File: src/psr_consts.svh
`ifndef PSR_CONSTS_SVH
`define PSR_CONSTS_SVH
`define PSR_CLK_MHZ        250
`define PSR_COMM_LOSS_MS   40
`define PSR_COMM_LOSS_CYC  (`PSR_COMM_LOSS_MS * 1000 * `PSR_CLK_MHZ)
`define PSR_BUS_FAIL_S     5
`define PSR_BUS_FAIL_CYC   (`PSR_BUS_FAIL_S * 1000000 * `PSR_CLK_MHZ)
`define PSR_BLINK_MS       250
`define PSR_BLINK_CYC      (`PSR_BLINK_MS * 1000 * `PSR_CLK_MHZ)
`define PSR_ASI_ADDR_ZERO  5'h00
`define PSR_IN_WIDTH       8
`define PSR_OUT_WIDTH      4
`endif

File: src/psr_pkg.sv
package psr_pkg;
	typedef enum logic [2:0] {
		PSR_ST_CHECK  = 3'b000,
		PSR_ST_ERASE  = 3'b001,
		PSR_ST_COPY   = 3'b010,
		PSR_ST_NOPROG = 3'b011,
		PSR_ST_STOP   = 3'b100,
		PSR_ST_RUN    = 3'b101
	} psr_state_type;

	typedef enum logic [2:0] {
		PSR_LED_OFF    = 3'b000,
		PSR_LED_GREEN  = 3'b001,
		PSR_LED_RED    = 3'b010,
		PSR_LED_YELLOW = 3'b011,
		PSR_LED_ORANGE = 3'b100
	} psr_color_type;

	typedef struct packed {
		logic [3:0] area;
		logic [3:0] line;
		logic [7:0] device;
	} psr_addr_type;

	typedef struct packed {
		logic int_valid;
		logic card_present;
		logic card_valid;
		logic entry_cut;
		logic saved_run;
	} psr_boot_type;
endpackage

File: src/psr_hold_timer.sv
`timescale 1ns/1ps
// flags once cond has held for COUNT consecutive cycles
module psr_hold_timer
#(
	parameter int W     = 32,
	parameter int COUNT = 16
)
(
	input  wire logic clk,
	input  wire logic rst,
	input  wire logic cond,
	output logic      expired_q
);
	logic [W-1:0] cnt_q;

	always_ff @(posedge clk or posedge rst)
	begin
		if (rst)
			cnt_q <= '0;
		else if (!cond)
			cnt_q <= '0;
		else if (cnt_q != W'(COUNT - 1))
			cnt_q <= cnt_q + W'(1);
	end

	always_ff @(posedge clk or posedge rst)
	begin
		if (rst)
			expired_q <= 1'b0;
		else
			expired_q <= cond && (cnt_q == W'(COUNT - 1));
	end
endmodule

File: src/psr_core.sv
`timescale 1ns/1ps
`include "psr_consts.svh"
module psr_core
	import psr_pkg::*;
#(
	parameter int IN_W      = `PSR_IN_WIDTH,
	parameter int OUT_W     = `PSR_OUT_WIDTH,
	parameter int LOSS_CYC  = `PSR_COMM_LOSS_CYC,
	parameter int FAIL_CYC  = `PSR_BUS_FAIL_CYC,
	parameter int BLINK_CYC = `PSR_BLINK_CYC
)
(
	input  wire logic          clk,
	input  wire logic          rst,
	input  wire psr_boot_type  boot,
	input  wire logic          has_display,
	input  wire logic          copy_done,
	input  wire logic          erase_done,
	input  wire logic          esc_press,
	input  wire logic          run_req,
	input  wire logic          stop_req,
	input  wire logic          edit_req,
	input  wire logic          param_req,
	input  wire logic          mode_exit,
	input  wire logic          exp_present,
	input  wire logic [IN_W-1:0]  in_pins,
	input  wire logic [OUT_W-1:0] prog_out,
	input  wire logic          left_comm_ok,
	input  wire logic          asi_voltage_ok,
	input  wire logic          asi_comm_ok,
	input  wire logic [4:0]    asi_addr,
	input  wire logic          bus_ok,
	input  wire logic          tool_prog_start,
	input  wire logic          prog_button,
	input  wire logic          addr_write,
	input  wire psr_addr_type  addr_in,
	output psr_state_type      state_q,
	output logic               noprog_prompt_q,
	output logic               copy_start_q,
	output logic               erase_start_q,
	output logic               retain_restore_q,
	output logic               exp_detected_q,
	output logic               eval_en_q,
	output logic [IN_W-1:0]    in_image_q,
	output logic [OUT_W-1:0]   out_drive_q,
	output logic               edit_mode_q,
	output logic               param_mode_q,
	output logic               nv_wr_q,
	output logic               nv_run_q,
	output psr_color_type      base_led_q,
	output psr_color_type      exp_led_q,
	output psr_color_type      sensor_bus_indicator_q,
	output logic               right_link_en_q,
	output psr_color_type      kbus_led_q,
	output logic               kbus_prog_mode_q,
	output psr_addr_type       phys_addr_q
);
	////////////////////////////////////////////////////////////////////////
	psr_state_type state_d;
	logic          prog_avail;
	logic          comm_cut;
	logic          loss_expired;
	logic          bus_fail_expired;
	logic          kbus_armed_q;
	logic          kbus_stored_q;
	logic [31:0]   blink_cnt_q;
	logic          blink_q;

	// an interrupted entry leaves no usable internal program behind
	assign prog_avail = (boot.int_valid && !boot.entry_cut)
		|| (boot.card_present && boot.card_valid);
	assign comm_cut   = !left_comm_ok || !asi_voltage_ok;

	// startup: nothing runs before the check and any copy finish
	always_comb
	begin
		state_d = state_q;
		unique case (state_q)
			PSR_ST_CHECK:
			begin
				if (boot.entry_cut)
					state_d = PSR_ST_ERASE;
				else if (boot.card_present && boot.card_valid)
					state_d = PSR_ST_COPY;
				else if (!boot.int_valid)
					state_d = has_display ? PSR_ST_NOPROG : PSR_ST_STOP;
				else if (boot.saved_run || !has_display)
					state_d = PSR_ST_RUN;
				else
					state_d = PSR_ST_STOP;
			end
			PSR_ST_ERASE:
			begin
				// a half-entered program is gone; only the card can supply one
				if (erase_done)
				begin
					if (boot.card_present && boot.card_valid)
						state_d = PSR_ST_COPY;
					else
						state_d = has_display ? PSR_ST_NOPROG : PSR_ST_STOP;
				end
			end
			PSR_ST_COPY:
			begin
				if (copy_done)
					state_d = (boot.saved_run || !has_display) ? PSR_ST_RUN
						: PSR_ST_STOP;
			end
			PSR_ST_NOPROG:
			begin
				if (esc_press)
					state_d = PSR_ST_STOP;
			end
			PSR_ST_STOP:
			begin
				if (run_req && !edit_mode_q && prog_avail)
					state_d = PSR_ST_RUN;
			end
			PSR_ST_RUN:
			begin
				if (stop_req && !param_mode_q)
					state_d = PSR_ST_STOP;
			end
			default:
				state_d = PSR_ST_CHECK;
		endcase
	end

	always_ff @(posedge clk or posedge rst)
	begin
		if (rst)
			state_q <= PSR_ST_CHECK;
		else
			state_q <= state_d;
	end

	always_ff @(posedge clk or posedge rst)
	begin
		if (rst)
		begin
			copy_start_q     <= 1'b0;
			erase_start_q    <= 1'b0;
			retain_restore_q <= 1'b0;
			noprog_prompt_q  <= 1'b0;
		end
		else
		begin
			copy_start_q     <= (state_d == PSR_ST_COPY) && (state_q != PSR_ST_COPY);
			erase_start_q    <= (state_d == PSR_ST_ERASE) && (state_q != PSR_ST_ERASE);
			// retained values come back once, as the unit leaves check or copy for stop or run
			retain_restore_q <= (state_q inside {PSR_ST_CHECK, PSR_ST_COPY})
				&& (state_d inside {PSR_ST_STOP, PSR_ST_RUN});
			noprog_prompt_q  <= (state_d == PSR_ST_NOPROG);
		end
	end

	// modules powered later than the base are never seen
	always_ff @(posedge clk or posedge rst)
	begin
		if (rst)
			exp_detected_q <= 1'b0;
		else if (state_q == PSR_ST_CHECK)
			exp_detected_q <= exp_present;
	end

	////////////////////////////////////////////////////////////////////////
	// RUN/STOP datapath
	always_ff @(posedge clk or posedge rst)
	begin
		if (rst)
			in_image_q <= '0;
		else if (state_q == PSR_ST_RUN)
			in_image_q <= in_pins;
	end

	always_ff @(posedge clk or posedge rst)
	begin
		if (rst)
			eval_en_q <= 1'b0;
		else
			eval_en_q <= (state_d == PSR_ST_RUN);
	end

	psr_hold_timer
	#(
		.W     (32),
		.COUNT (LOSS_CYC)
	)
	u_loss_timer
	(
		.clk       (clk),
		.rst       (rst),
		.cond      (comm_cut),
		.expired_q (loss_expired)
	);

	// outputs ride through short dropouts, cut after the loss window
	always_ff @(posedge clk or posedge rst)
	begin
		if (rst)
			out_drive_q <= '0;
		else if (state_d != PSR_ST_RUN || loss_expired)
			out_drive_q <= '0;
		else
			out_drive_q <= prog_out;
	end

	always_ff @(posedge clk or posedge rst)
	begin
		if (rst)
		begin
			nv_wr_q  <= 1'b0;
			nv_run_q <= 1'b0;
		end
		else
		begin
			nv_wr_q  <= (state_q inside {PSR_ST_STOP, PSR_ST_RUN})
				&& (state_d inside {PSR_ST_STOP, PSR_ST_RUN})
				&& (state_d != state_q);
			nv_run_q <= (state_d == PSR_ST_RUN);
		end
	end

	// editing only while stopped, parameter work only while running
	always_ff @(posedge clk or posedge rst)
	begin
		if (rst)
			edit_mode_q <= 1'b0;
		// a request that leaves STOP in this cycle must not open editing
		else if (!has_display || state_q != PSR_ST_STOP || state_d != PSR_ST_STOP
			|| mode_exit)
			edit_mode_q <= 1'b0;
		else if (edit_req)
			edit_mode_q <= 1'b1;
	end

	always_ff @(posedge clk or posedge rst)
	begin
		if (rst)
			param_mode_q <= 1'b0;
		else if (!has_display || state_q != PSR_ST_RUN || state_d != PSR_ST_RUN
			|| mode_exit)
			param_mode_q <= 1'b0;
		else if (param_req)
			param_mode_q <= 1'b1;
	end

	////////////////////////////////////////////////////////////////////////
	// indicators
	always_ff @(posedge clk or posedge rst)
	begin
		if (rst)
			base_led_q <= PSR_LED_RED;
		else
			base_led_q <= (state_d == PSR_ST_RUN) ? PSR_LED_GREEN : PSR_LED_RED;
	end

	always_ff @(posedge clk or posedge rst)
	begin
		if (rst)
			exp_led_q <= PSR_LED_ORANGE;
		else if (state_d inside {PSR_ST_CHECK, PSR_ST_ERASE, PSR_ST_COPY})
			exp_led_q <= PSR_LED_ORANGE;
		else
			exp_led_q <= left_comm_ok ? PSR_LED_GREEN : PSR_LED_RED;
	end

	always_ff @(posedge clk or posedge rst)
	begin
		if (rst)
		begin
			blink_cnt_q <= '0;
			blink_q     <= 1'b0;
		end
		else if (blink_cnt_q == 32'(BLINK_CYC - 1))
		begin
			blink_cnt_q <= '0;
			blink_q     <= !blink_q;
		end
		else
			blink_cnt_q <= blink_cnt_q + 32'h00000001;
	end

	always_ff @(posedge clk or posedge rst)
	begin
		if (rst)
			sensor_bus_indicator_q <= PSR_LED_RED;
		else if (asi_addr == `PSR_ASI_ADDR_ZERO)
			sensor_bus_indicator_q <= blink_q ? PSR_LED_YELLOW : PSR_LED_RED;
		else
			sensor_bus_indicator_q <= (asi_comm_ok && asi_voltage_ok) ? PSR_LED_GREEN
				: PSR_LED_RED;
	end

	always_ff @(posedge clk or posedge rst)
	begin
		if (rst)
			right_link_en_q <= 1'b0;
		else
			right_link_en_q <= asi_voltage_ok;
	end

	////////////////////////////////////////////////////////////////////////
	// building bus commissioning; tool drives one module at a time
	psr_hold_timer
	#(
		.W     (32),
		.COUNT (FAIL_CYC)
	)
	u_fail_timer
	(
		.clk       (clk),
		.rst       (rst),
		.cond      (!bus_ok),
		.expired_q (bus_fail_expired)
	);

	always_ff @(posedge clk or posedge rst)
	begin
		if (rst)
			kbus_armed_q <= 1'b0;
		else if (tool_prog_start)
			kbus_armed_q <= 1'b1;
		else if (kbus_prog_mode_q)
			kbus_armed_q <= 1'b0;
	end

	always_ff @(posedge clk or posedge rst)
	begin
		if (rst)
			kbus_prog_mode_q <= 1'b0;
		else if (kbus_prog_mode_q && addr_write)
			kbus_prog_mode_q <= 1'b0;
		else if (kbus_armed_q && prog_button && bus_ok)
			kbus_prog_mode_q <= 1'b1;
	end

	// dark after storing until the bus state next changes mode
	always_ff @(posedge clk or posedge rst)
	begin
		if (rst)
		begin
			phys_addr_q   <= '0;
			kbus_stored_q <= 1'b0;
		end
		else if (kbus_prog_mode_q && addr_write)
		begin
			phys_addr_q   <= addr_in;
			kbus_stored_q <= 1'b1;
		end
		else if (tool_prog_start || !bus_ok)
			kbus_stored_q <= 1'b0;
	end

	always_ff @(posedge clk or posedge rst)
	begin
		if (rst)
			kbus_led_q <= PSR_LED_OFF;
		else if (bus_fail_expired)
			kbus_led_q <= PSR_LED_RED;
		else if (kbus_prog_mode_q && !addr_write)
			kbus_led_q <= PSR_LED_ORANGE;
		else if (kbus_stored_q || (kbus_prog_mode_q && addr_write))
			kbus_led_q <= PSR_LED_OFF;
		else if (bus_ok)
			kbus_led_q <= PSR_LED_GREEN;
	end

	////////////////////////////////////////////////////////////////////////
	property p_stop_outputs_off;
		@(posedge clk) disable iff (rst)
		(state_q != PSR_ST_RUN) |-> (out_drive_q == '0);
	endproperty
	a_stop_outputs_off: assert property (p_stop_outputs_off)
		else $error("outputs driven outside run");

	property p_stop_no_sample;
		@(posedge clk) disable iff (rst)
		(state_q != PSR_ST_RUN) ##1 (state_q != PSR_ST_RUN) |-> $stable(in_image_q);
	endproperty
	a_stop_no_sample: assert property (p_stop_no_sample)
		else $error("inputs sampled while stopped");

	property p_run_samples;
		@(posedge clk) disable iff (rst)
		(state_q == PSR_ST_RUN) |=> (in_image_q == $past(in_pins));
	endproperty
	a_run_samples: assert property (p_run_samples)
		else $error("input image not refreshed in run");

	property p_copy_before_run;
		@(posedge clk) disable iff (rst)
		(state_q == PSR_ST_COPY) && !copy_done |=> (state_q == PSR_ST_COPY) && !eval_en_q;
	endproperty
	a_copy_before_run: assert property (p_copy_before_run)
		else $error("left copy before it finished");

	property p_nv_on_change;
		@(posedge clk) disable iff (rst)
		(state_q == PSR_ST_STOP) ##1 (state_q == PSR_ST_RUN) |-> nv_wr_q && nv_run_q;
	endproperty
	a_nv_on_change: assert property (p_nv_on_change)
		else $error("state change not saved");

	property p_edit_only_stop;
		@(posedge clk) disable iff (rst)
		edit_mode_q |-> (state_q == PSR_ST_STOP);
	endproperty
	a_edit_only_stop: assert property (p_edit_only_stop)
		else $error("editing outside stop");

	property p_param_only_run;
		@(posedge clk) disable iff (rst)
		param_mode_q |-> (state_q == PSR_ST_RUN);
	endproperty
	a_param_only_run: assert property (p_param_only_run)
		else $error("parameter mode outside run");

	property p_loss_cuts;
		@(posedge clk) disable iff (rst)
		loss_expired |=> (out_drive_q == '0);
	endproperty
	a_loss_cuts: assert property (p_loss_cuts)
		else $error("outputs held after communication loss");

	property p_asi_zero_blink;
		@(posedge clk) disable iff (rst)
		(asi_addr == `PSR_ASI_ADDR_ZERO) |=>
			sensor_bus_indicator_q inside {PSR_LED_RED, PSR_LED_YELLOW};
	endproperty
	a_asi_zero_blink: assert property (p_asi_zero_blink)
		else $error("address zero not flagged");

	property p_store_dark;
		@(posedge clk) disable iff (rst)
		kbus_prog_mode_q && addr_write && !bus_fail_expired |=>
			(kbus_led_q == PSR_LED_OFF) && (phys_addr_q == $past(addr_in));
	endproperty
	a_store_dark: assert property (p_store_dark)
		else $error("address store not shown");

	property p_right_link;
		@(posedge clk) disable iff (rst)
		!asi_voltage_ok |=> !right_link_en_q;
	endproperty
	a_right_link: assert property (p_right_link)
		else $error("right link kept without bus voltage");

	c_boot_run: cover property (@(posedge clk) disable iff (rst)
		(state_q == PSR_ST_CHECK) ##1 (state_q == PSR_ST_RUN));
	c_copy_path: cover property (@(posedge clk) disable iff (rst)
		(state_q == PSR_ST_COPY) ##[1:20] (state_q == PSR_ST_STOP));
	c_noprog: cover property (@(posedge clk) disable iff (rst)
		noprog_prompt_q ##[1:20] (state_q == PSR_ST_STOP));
	c_commission: cover property (@(posedge clk) disable iff (rst)
		kbus_prog_mode_q ##1 !kbus_prog_mode_q);
endmodule

File: config.mk
export PLATFORM = sky130hd
export DESIGN_NAME = psr_core
export DESIGN_NICKNAME = d
export VERILOG_FILES = /design/src/psr_pkg.sv /design/src/psr_hold_timer.sv /design/src/psr_core.sv
export VERILOG_INCLUDE_DIRS = /design/src
export SDC_FILE = /design/constraint.sdc
export NUM_CORES = 1
export LEC_CHECK = 0
export ABC_CLOCK_PERIOD_IN_PS = 14150
export BUFFER_PORTS_ARGS = -buffer_cell sky130_fd_sc_hd__buf_2
export CELL_PAD_IN_SITES_DETAIL_PLACEMENT = 1
export CELL_PAD_IN_SITES_GLOBAL_PLACEMENT = 2
export CORE_MARGIN = 2
export CORE_UTILIZATION = 39
export CTS_CLUSTER_DIAMETER = 50
export CTS_CLUSTER_SIZE = 40
export DETAILED_ROUTE_END_ITERATION = 12
export GPL_TIMING_DRIVEN = 0
export PLACE_DENSITY_LB_ADDON = 0.1
export SLEW_MARGIN = 20
export SYNTH_ARGS = -nofsm -noshare
export SYNTH_HDL_FRONTEND = slang
export SYNTH_SLANG_ARGS = --single-unit
export TNS_END_PERCENT = 30
File: constraint.sdc
create_clock -name clk -period 14.15 [get_ports clk]
set_input_delay 1.415 -clock clk [delete_from_list [all_inputs] [get_ports clk]]
set_output_delay 1.415 -clock clk [all_outputs]
set_load 0.05 [all_outputs]
### Yosys cells after proc, flatten, opt, wreduce, memory -nomap -nowiden

Cells that the tools add are included.

* flip-flop bits (word level): 154
* input bits: 57
* output and inout port bits: 55
* word-level logic and storage cells: 145

* add/sub/neg operators: 3
* equal/unequal tests: 23
* muxes and demuxes: 38
* reductions and logical operators: 52

Operators with widths (count)
* $mux 32: 5
* $add 32x1->32 const B: 3
* $mux 3: 15
* $eq 32x24->1 const B: 1
* $eq 32x26->1 const B: 1
* $eq 32x31->1 const B: 1
* $ne 32x24->1 const B: 1
* $ne 32x31->1 const B: 1
* $pmux 3 s6: 1
* $reduce_bool 2->1: 9
* $logic_and 1x1->1: 17
* $eq 3x2->1 const B: 4
* $eq 3x3->1 const B: 4
* $logic_or 1x1->1: 12
* $mux 1: 12
* $ne 3x3->1 const B: 4
* $logic_not 1->1: 9
* $mux 2: 4
* $eq 3x1->1 const B: 2
* $logic_not 3->1: 2
* $logic_not 5->1: 1
* $mux 4: 1
* $reduce_bool 4->1: 1
* $ne 3x1->1 const B: 1
* other kinds (4): 4

### Depth between registers and ports, before layout

* depth in word-level cells: 11
* mapped depth: 7

### Modules after synthesis

A second synthesis with hierarchy kept.

* cell total of the unflattened synthesis: 704
* area total of the unflattened synthesis: 7395.8 um2

By module, submodules not included
* psr_core: times used 1, cells each 329, area an instance 3773.6 um2, seq. area each 2155.8 um2
* psr_hold_timer at u_fail_timer: times used 1, cells each 184, area an instance 1830.5 um2, seq. area each 825.8 um2
* psr_hold_timer at u_loss_timer: times used 1, cells each 191, area an instance 1791.7 um2, seq. area each 825.8 um2

### Least setup slack after synthesis

OpenSTA, ideal clock, no wires.

* path type: input port to flip-flop
* start: input port boot[3] in the netlist's numbering
* end: register out_drive_q[0]
* arrival: 2540 ps
* setup slack: 11458 ps
* stages on the path: 5
* path buffers: 0
* cell sequence: and2_1 -> o2111ai_1 -> nand3_1 -> o31ai_1 -> nor4b_1

* cells in the longest elaborated chain, start to end: 8
* elaborated cells on any way between the ends: 12
* classes of those cells: eq/ne: 1; mux: 7; reduce/logical: 4

Ends and longest elaborated chain
* from (decl): line psr_core.sv:15 `input wire psr_boot_type boot,`
* $logic_and 1x1->1 (*): line psr_core.sv:71, psr_core.sv:83, psr_core.sv:97
* $logic_or 1x1->1: line psr_core.sv:71 `|| (boot.card_present && boot.card_valid);`
* $logic_and 1x1->1: line psr_core.sv:116 `if (run_req && !edit_mode_q && prog_avail)`
* $mux 3: line psr_core.sv:116
* $pmux 3 s6 (*): line psr_core.sv:78 `unique case (state_q)`
* $ne 3x3->1 (*): line psr_core.sv:202 `else if (state_d != PSR_ST_RUN || loss_expired)`
* $logic_or 1x1->1 (*): line psr_core.sv:202
* $mux 4 (*): line psr_core.sv:202
* to (signal assigned): line psr_core.sv:205 `out_drive_q <= prog_out;`
* to (decl): line psr_core.sv:45 `output logic [OUT_W-1:0] out_drive_q,`

Mark *: on every way between the ends. The rest lies on a longest branch, timed or not.
A chain may end at the register's enable or synchronous reset.

### Worst setup path in the final report

* start: input port boot[3] in the netlist's numbering
* end: register out_drive_q[3]

The elaborated chain is that of the path after synthesis.

==> reports/results.tsv <==
metric	value	unit
grt_pass1_vias	6127	
clk_pin_slew	0.06	ns
nets	878	
ys_warn_count	0	
drt_first_iter_violations	303	
crit_path_start_kind	input port	
skew	0.01336	ns
synth-edff-count	0	
fillers	2026	
max_stage_delay	0.81	ns
switchingPower	0.5213	mW
ys_ff_latch	152	
drive_gt1_share	23.59	%
setup_slack	11.35	ns
async_flop_share	100.0	%
rsz0062_at_grt	false	
antenna_found_initial	0	
diodes	0	
path_delay_family	compound AO/OA/AOI/OAI gates	
die_h	139.5	microns
comb_power_share	28.4	%
fin_crit_sh	19.80	%
cp.arrival	3.07	ns
leakagePower	3.860	nW
cts_setup_buffers	0	
synth_area	7161	sq um
power.internal	0.8960	mW
dpl_worst_slack	10.92	ns
slew_headroom	38.40	%
p_per_area	163.5	nW/um^2
wire_per_inst	16.86	microns
critPathBufInv	1	
ys.flop_type	dfrtp_1	
synth.yosys.seq_area_share	53.17	%
area_growth	21.04	%
layout_commonest_cell	dfrtp_1	
pwr-share-clk	34.8	%
fmax	356.9	MHz
cts_hold_buffers	0	
hp-class	reg -> reg	
num_rows	49	
slowest_stage	o31ai_1	
hold_ws	0.4611	ns
root_buffer	clkbuf_16	
yosysUniqueCellTypes	56	
cts_tree	done	
total_power	1.417	mW
avgSynthCellArea	10.41	sq um
syn_inst	688	
required	14.42	ns
fin_setup_tns	0	ns
ctsResizeCount	0	
design.core.area	17960	sq um
path_cells	buf_2 > and2_1 > o2111ai_1 > nand3_1 > o31ai_1 > nor4b_1	
drt_pre_antenna_iters	4	
grt_max_degree	96	
grt_usage	19.28	%
instances_no_fill	1060	
post-route-drc-count	0	
slew_violations	0	
clock_path_buffers	2	
ant_nets	0	
vias	5656	
path_class	in -> reg	
grt_overflow_total	0	
place_inst	1028	
pin_count	112	
crit_fanout	7	
grt_pass1_wl	30.48	mm
via_per_inst	5.336	
maxCapViolations	0	
min_period	2.802	ns
cts_sinks	152	
numCtsBuffers	17	
endpoint_kind	register	
p_seq_share	36.8	%
switching_share	36.78	%
cts.htree.levels	4	
design.die.area	19460	sq um
final_hold_viol_count	0	
clk_latency	0.43	ns
ir_drop	0.0001339	V
routed_wirelength	17.87	mm
gp_congestion	0.7983	
worst_pin_slew	0.9162	ns
dp_hpwl	12.66	mm
port_buffers	109	
die_x	139.5	microns
status	finished clean	
layout_common_cells	dfrtp_1, buf_2, nor2_1	
setup_viol	0	
start_util	39.86	%
area by class of cell:
cell class,instances,area [sq um],area share (%)
flip-flops and latches,152,3807,43.93
multi-input cells,489,3144,36.28
repair buffers,110,573.1,6.612
clock buffers,18,439.2,5.067
well taps,229,286.5,3.306
clock inverters,14,196.4,2.266
plain buffers,28,137.6,1.588
inverters,20,82.58,0.9528
power groups by stage:
stage / Combinational (mW) / Clock [mW] / Sequential, mW
final: 0.403 / 0.493 / 0.522
after global routing: 0.427 / 0.524 / 0.529
after CTS: 0.407 / 0.505 / 0.522
after detailed placement: 0.405 / 0 / 0.528
after global placement: 0.397 / 0 / 0.526
after floorplan: 0.124 / 0 / 0.702
kinds of logic after synthesis:
logic type                 after synthesis  share of synthesized area [%]
AOI/OAI and AO/OA                       57                          5.050
DFF                                    152                          53.17
buffers and inverters                   48                          2.970
other                                    1                        0.05237
and+or+nand+nor                        324                          24.67
adders and majority gates                3                         0.5243
xor gates and xnor gates                74                          9.051
muxes                                   29                          4.508
worst register-to-register path, cell delays in order (launching register included):
cell	delay [ns]
dfrtp_1	0.34
clkbuf_1	0.37
nor2b_1	0.30
o21ai_0	0.12
a21boi_0	0.39
o31ai_1	0.31
nor4b_1	0.34
Yosys cell counts, drive strengths merged (13+ instances only):
| library cell | n | share of area (%) |
|---|---|---|
| and3 | 13 | 1.1 |
| nand4 | 18 | 1.7 |
| nor2 | 85 | 4.5 |
| dfrtp | 149 | 52 |
| o21ai | 18 | 1.3 |
| xnor2 | 43 | 5.3 |
| mux2 | 26 | 4.1 |
| nor4 | 19 | 2.4 |
| inv | 20 | 1.0 |
| a21oi | 14 | 0.98 |
| clkbuf | 18 | 0.94 |
| nor3 | 27 | 2.1 |
| nand2 | 45 | 2.4 |
| xor2 | 31 | 3.8 |
| nand3 | 44 | 3.1 |
path summary, 6_finish.rpt:
check / start / to / slack (ns) / depth (start not counted)
worst max-delay path: boot[3] / out_drive_q[3] / 11.35 / 6
worst min-delay path: u_fail_timer.expired_q / kbus_led_q[2] / 0.46 / 1
worst max register to register: state_q[2] / out_drive_q[3] / 11.87 / 6
worst min register to register: u_fail_timer.expired_q / kbus_led_q[2] / 0.46 / 1
max in group asynchronous: rst / u_fail_timer.cnt_q[10] / 12.37 / 3
min in group asynchronous: rst / in_image_q[3] / 1.00 / 2
state kept, by name, indices dropped and copies added, names as in the netlist, 2 cells and up:
signal	flops
base_led_q	2
state_q	3
u_loss_timer.cnt_q	32
u_fail_timer.cnt_q	32
phys_addr_q	16
kbus_led_q	3
in_image_q	8
exp_led_q	3
out_drive_q	4
sensor_bus_indicator_q	2
blink_cnt_q	32
metrics by stage:
step / utilization [%] / area, sq um
2_1_floorplan: - / 7164
3_3_place_gp: 44.51 / 7996
3_5_place_dp: 44.71 / 8031
4_1_cts: 48.25 / 8667
5_1_grt: 48.25 / 8667
6_report: 48.25 / 8667
per-layer routing:
layer	up-vias	part of all wire [%]	global-route usage [%]
met1	2843	44	24.17
met4	0	1.4	5.263
met2	134	49	32.28
met3	17	5.7	6.125
met5	-	0	0
li1	2662	-	-
(Power assumes the default switching activity.)
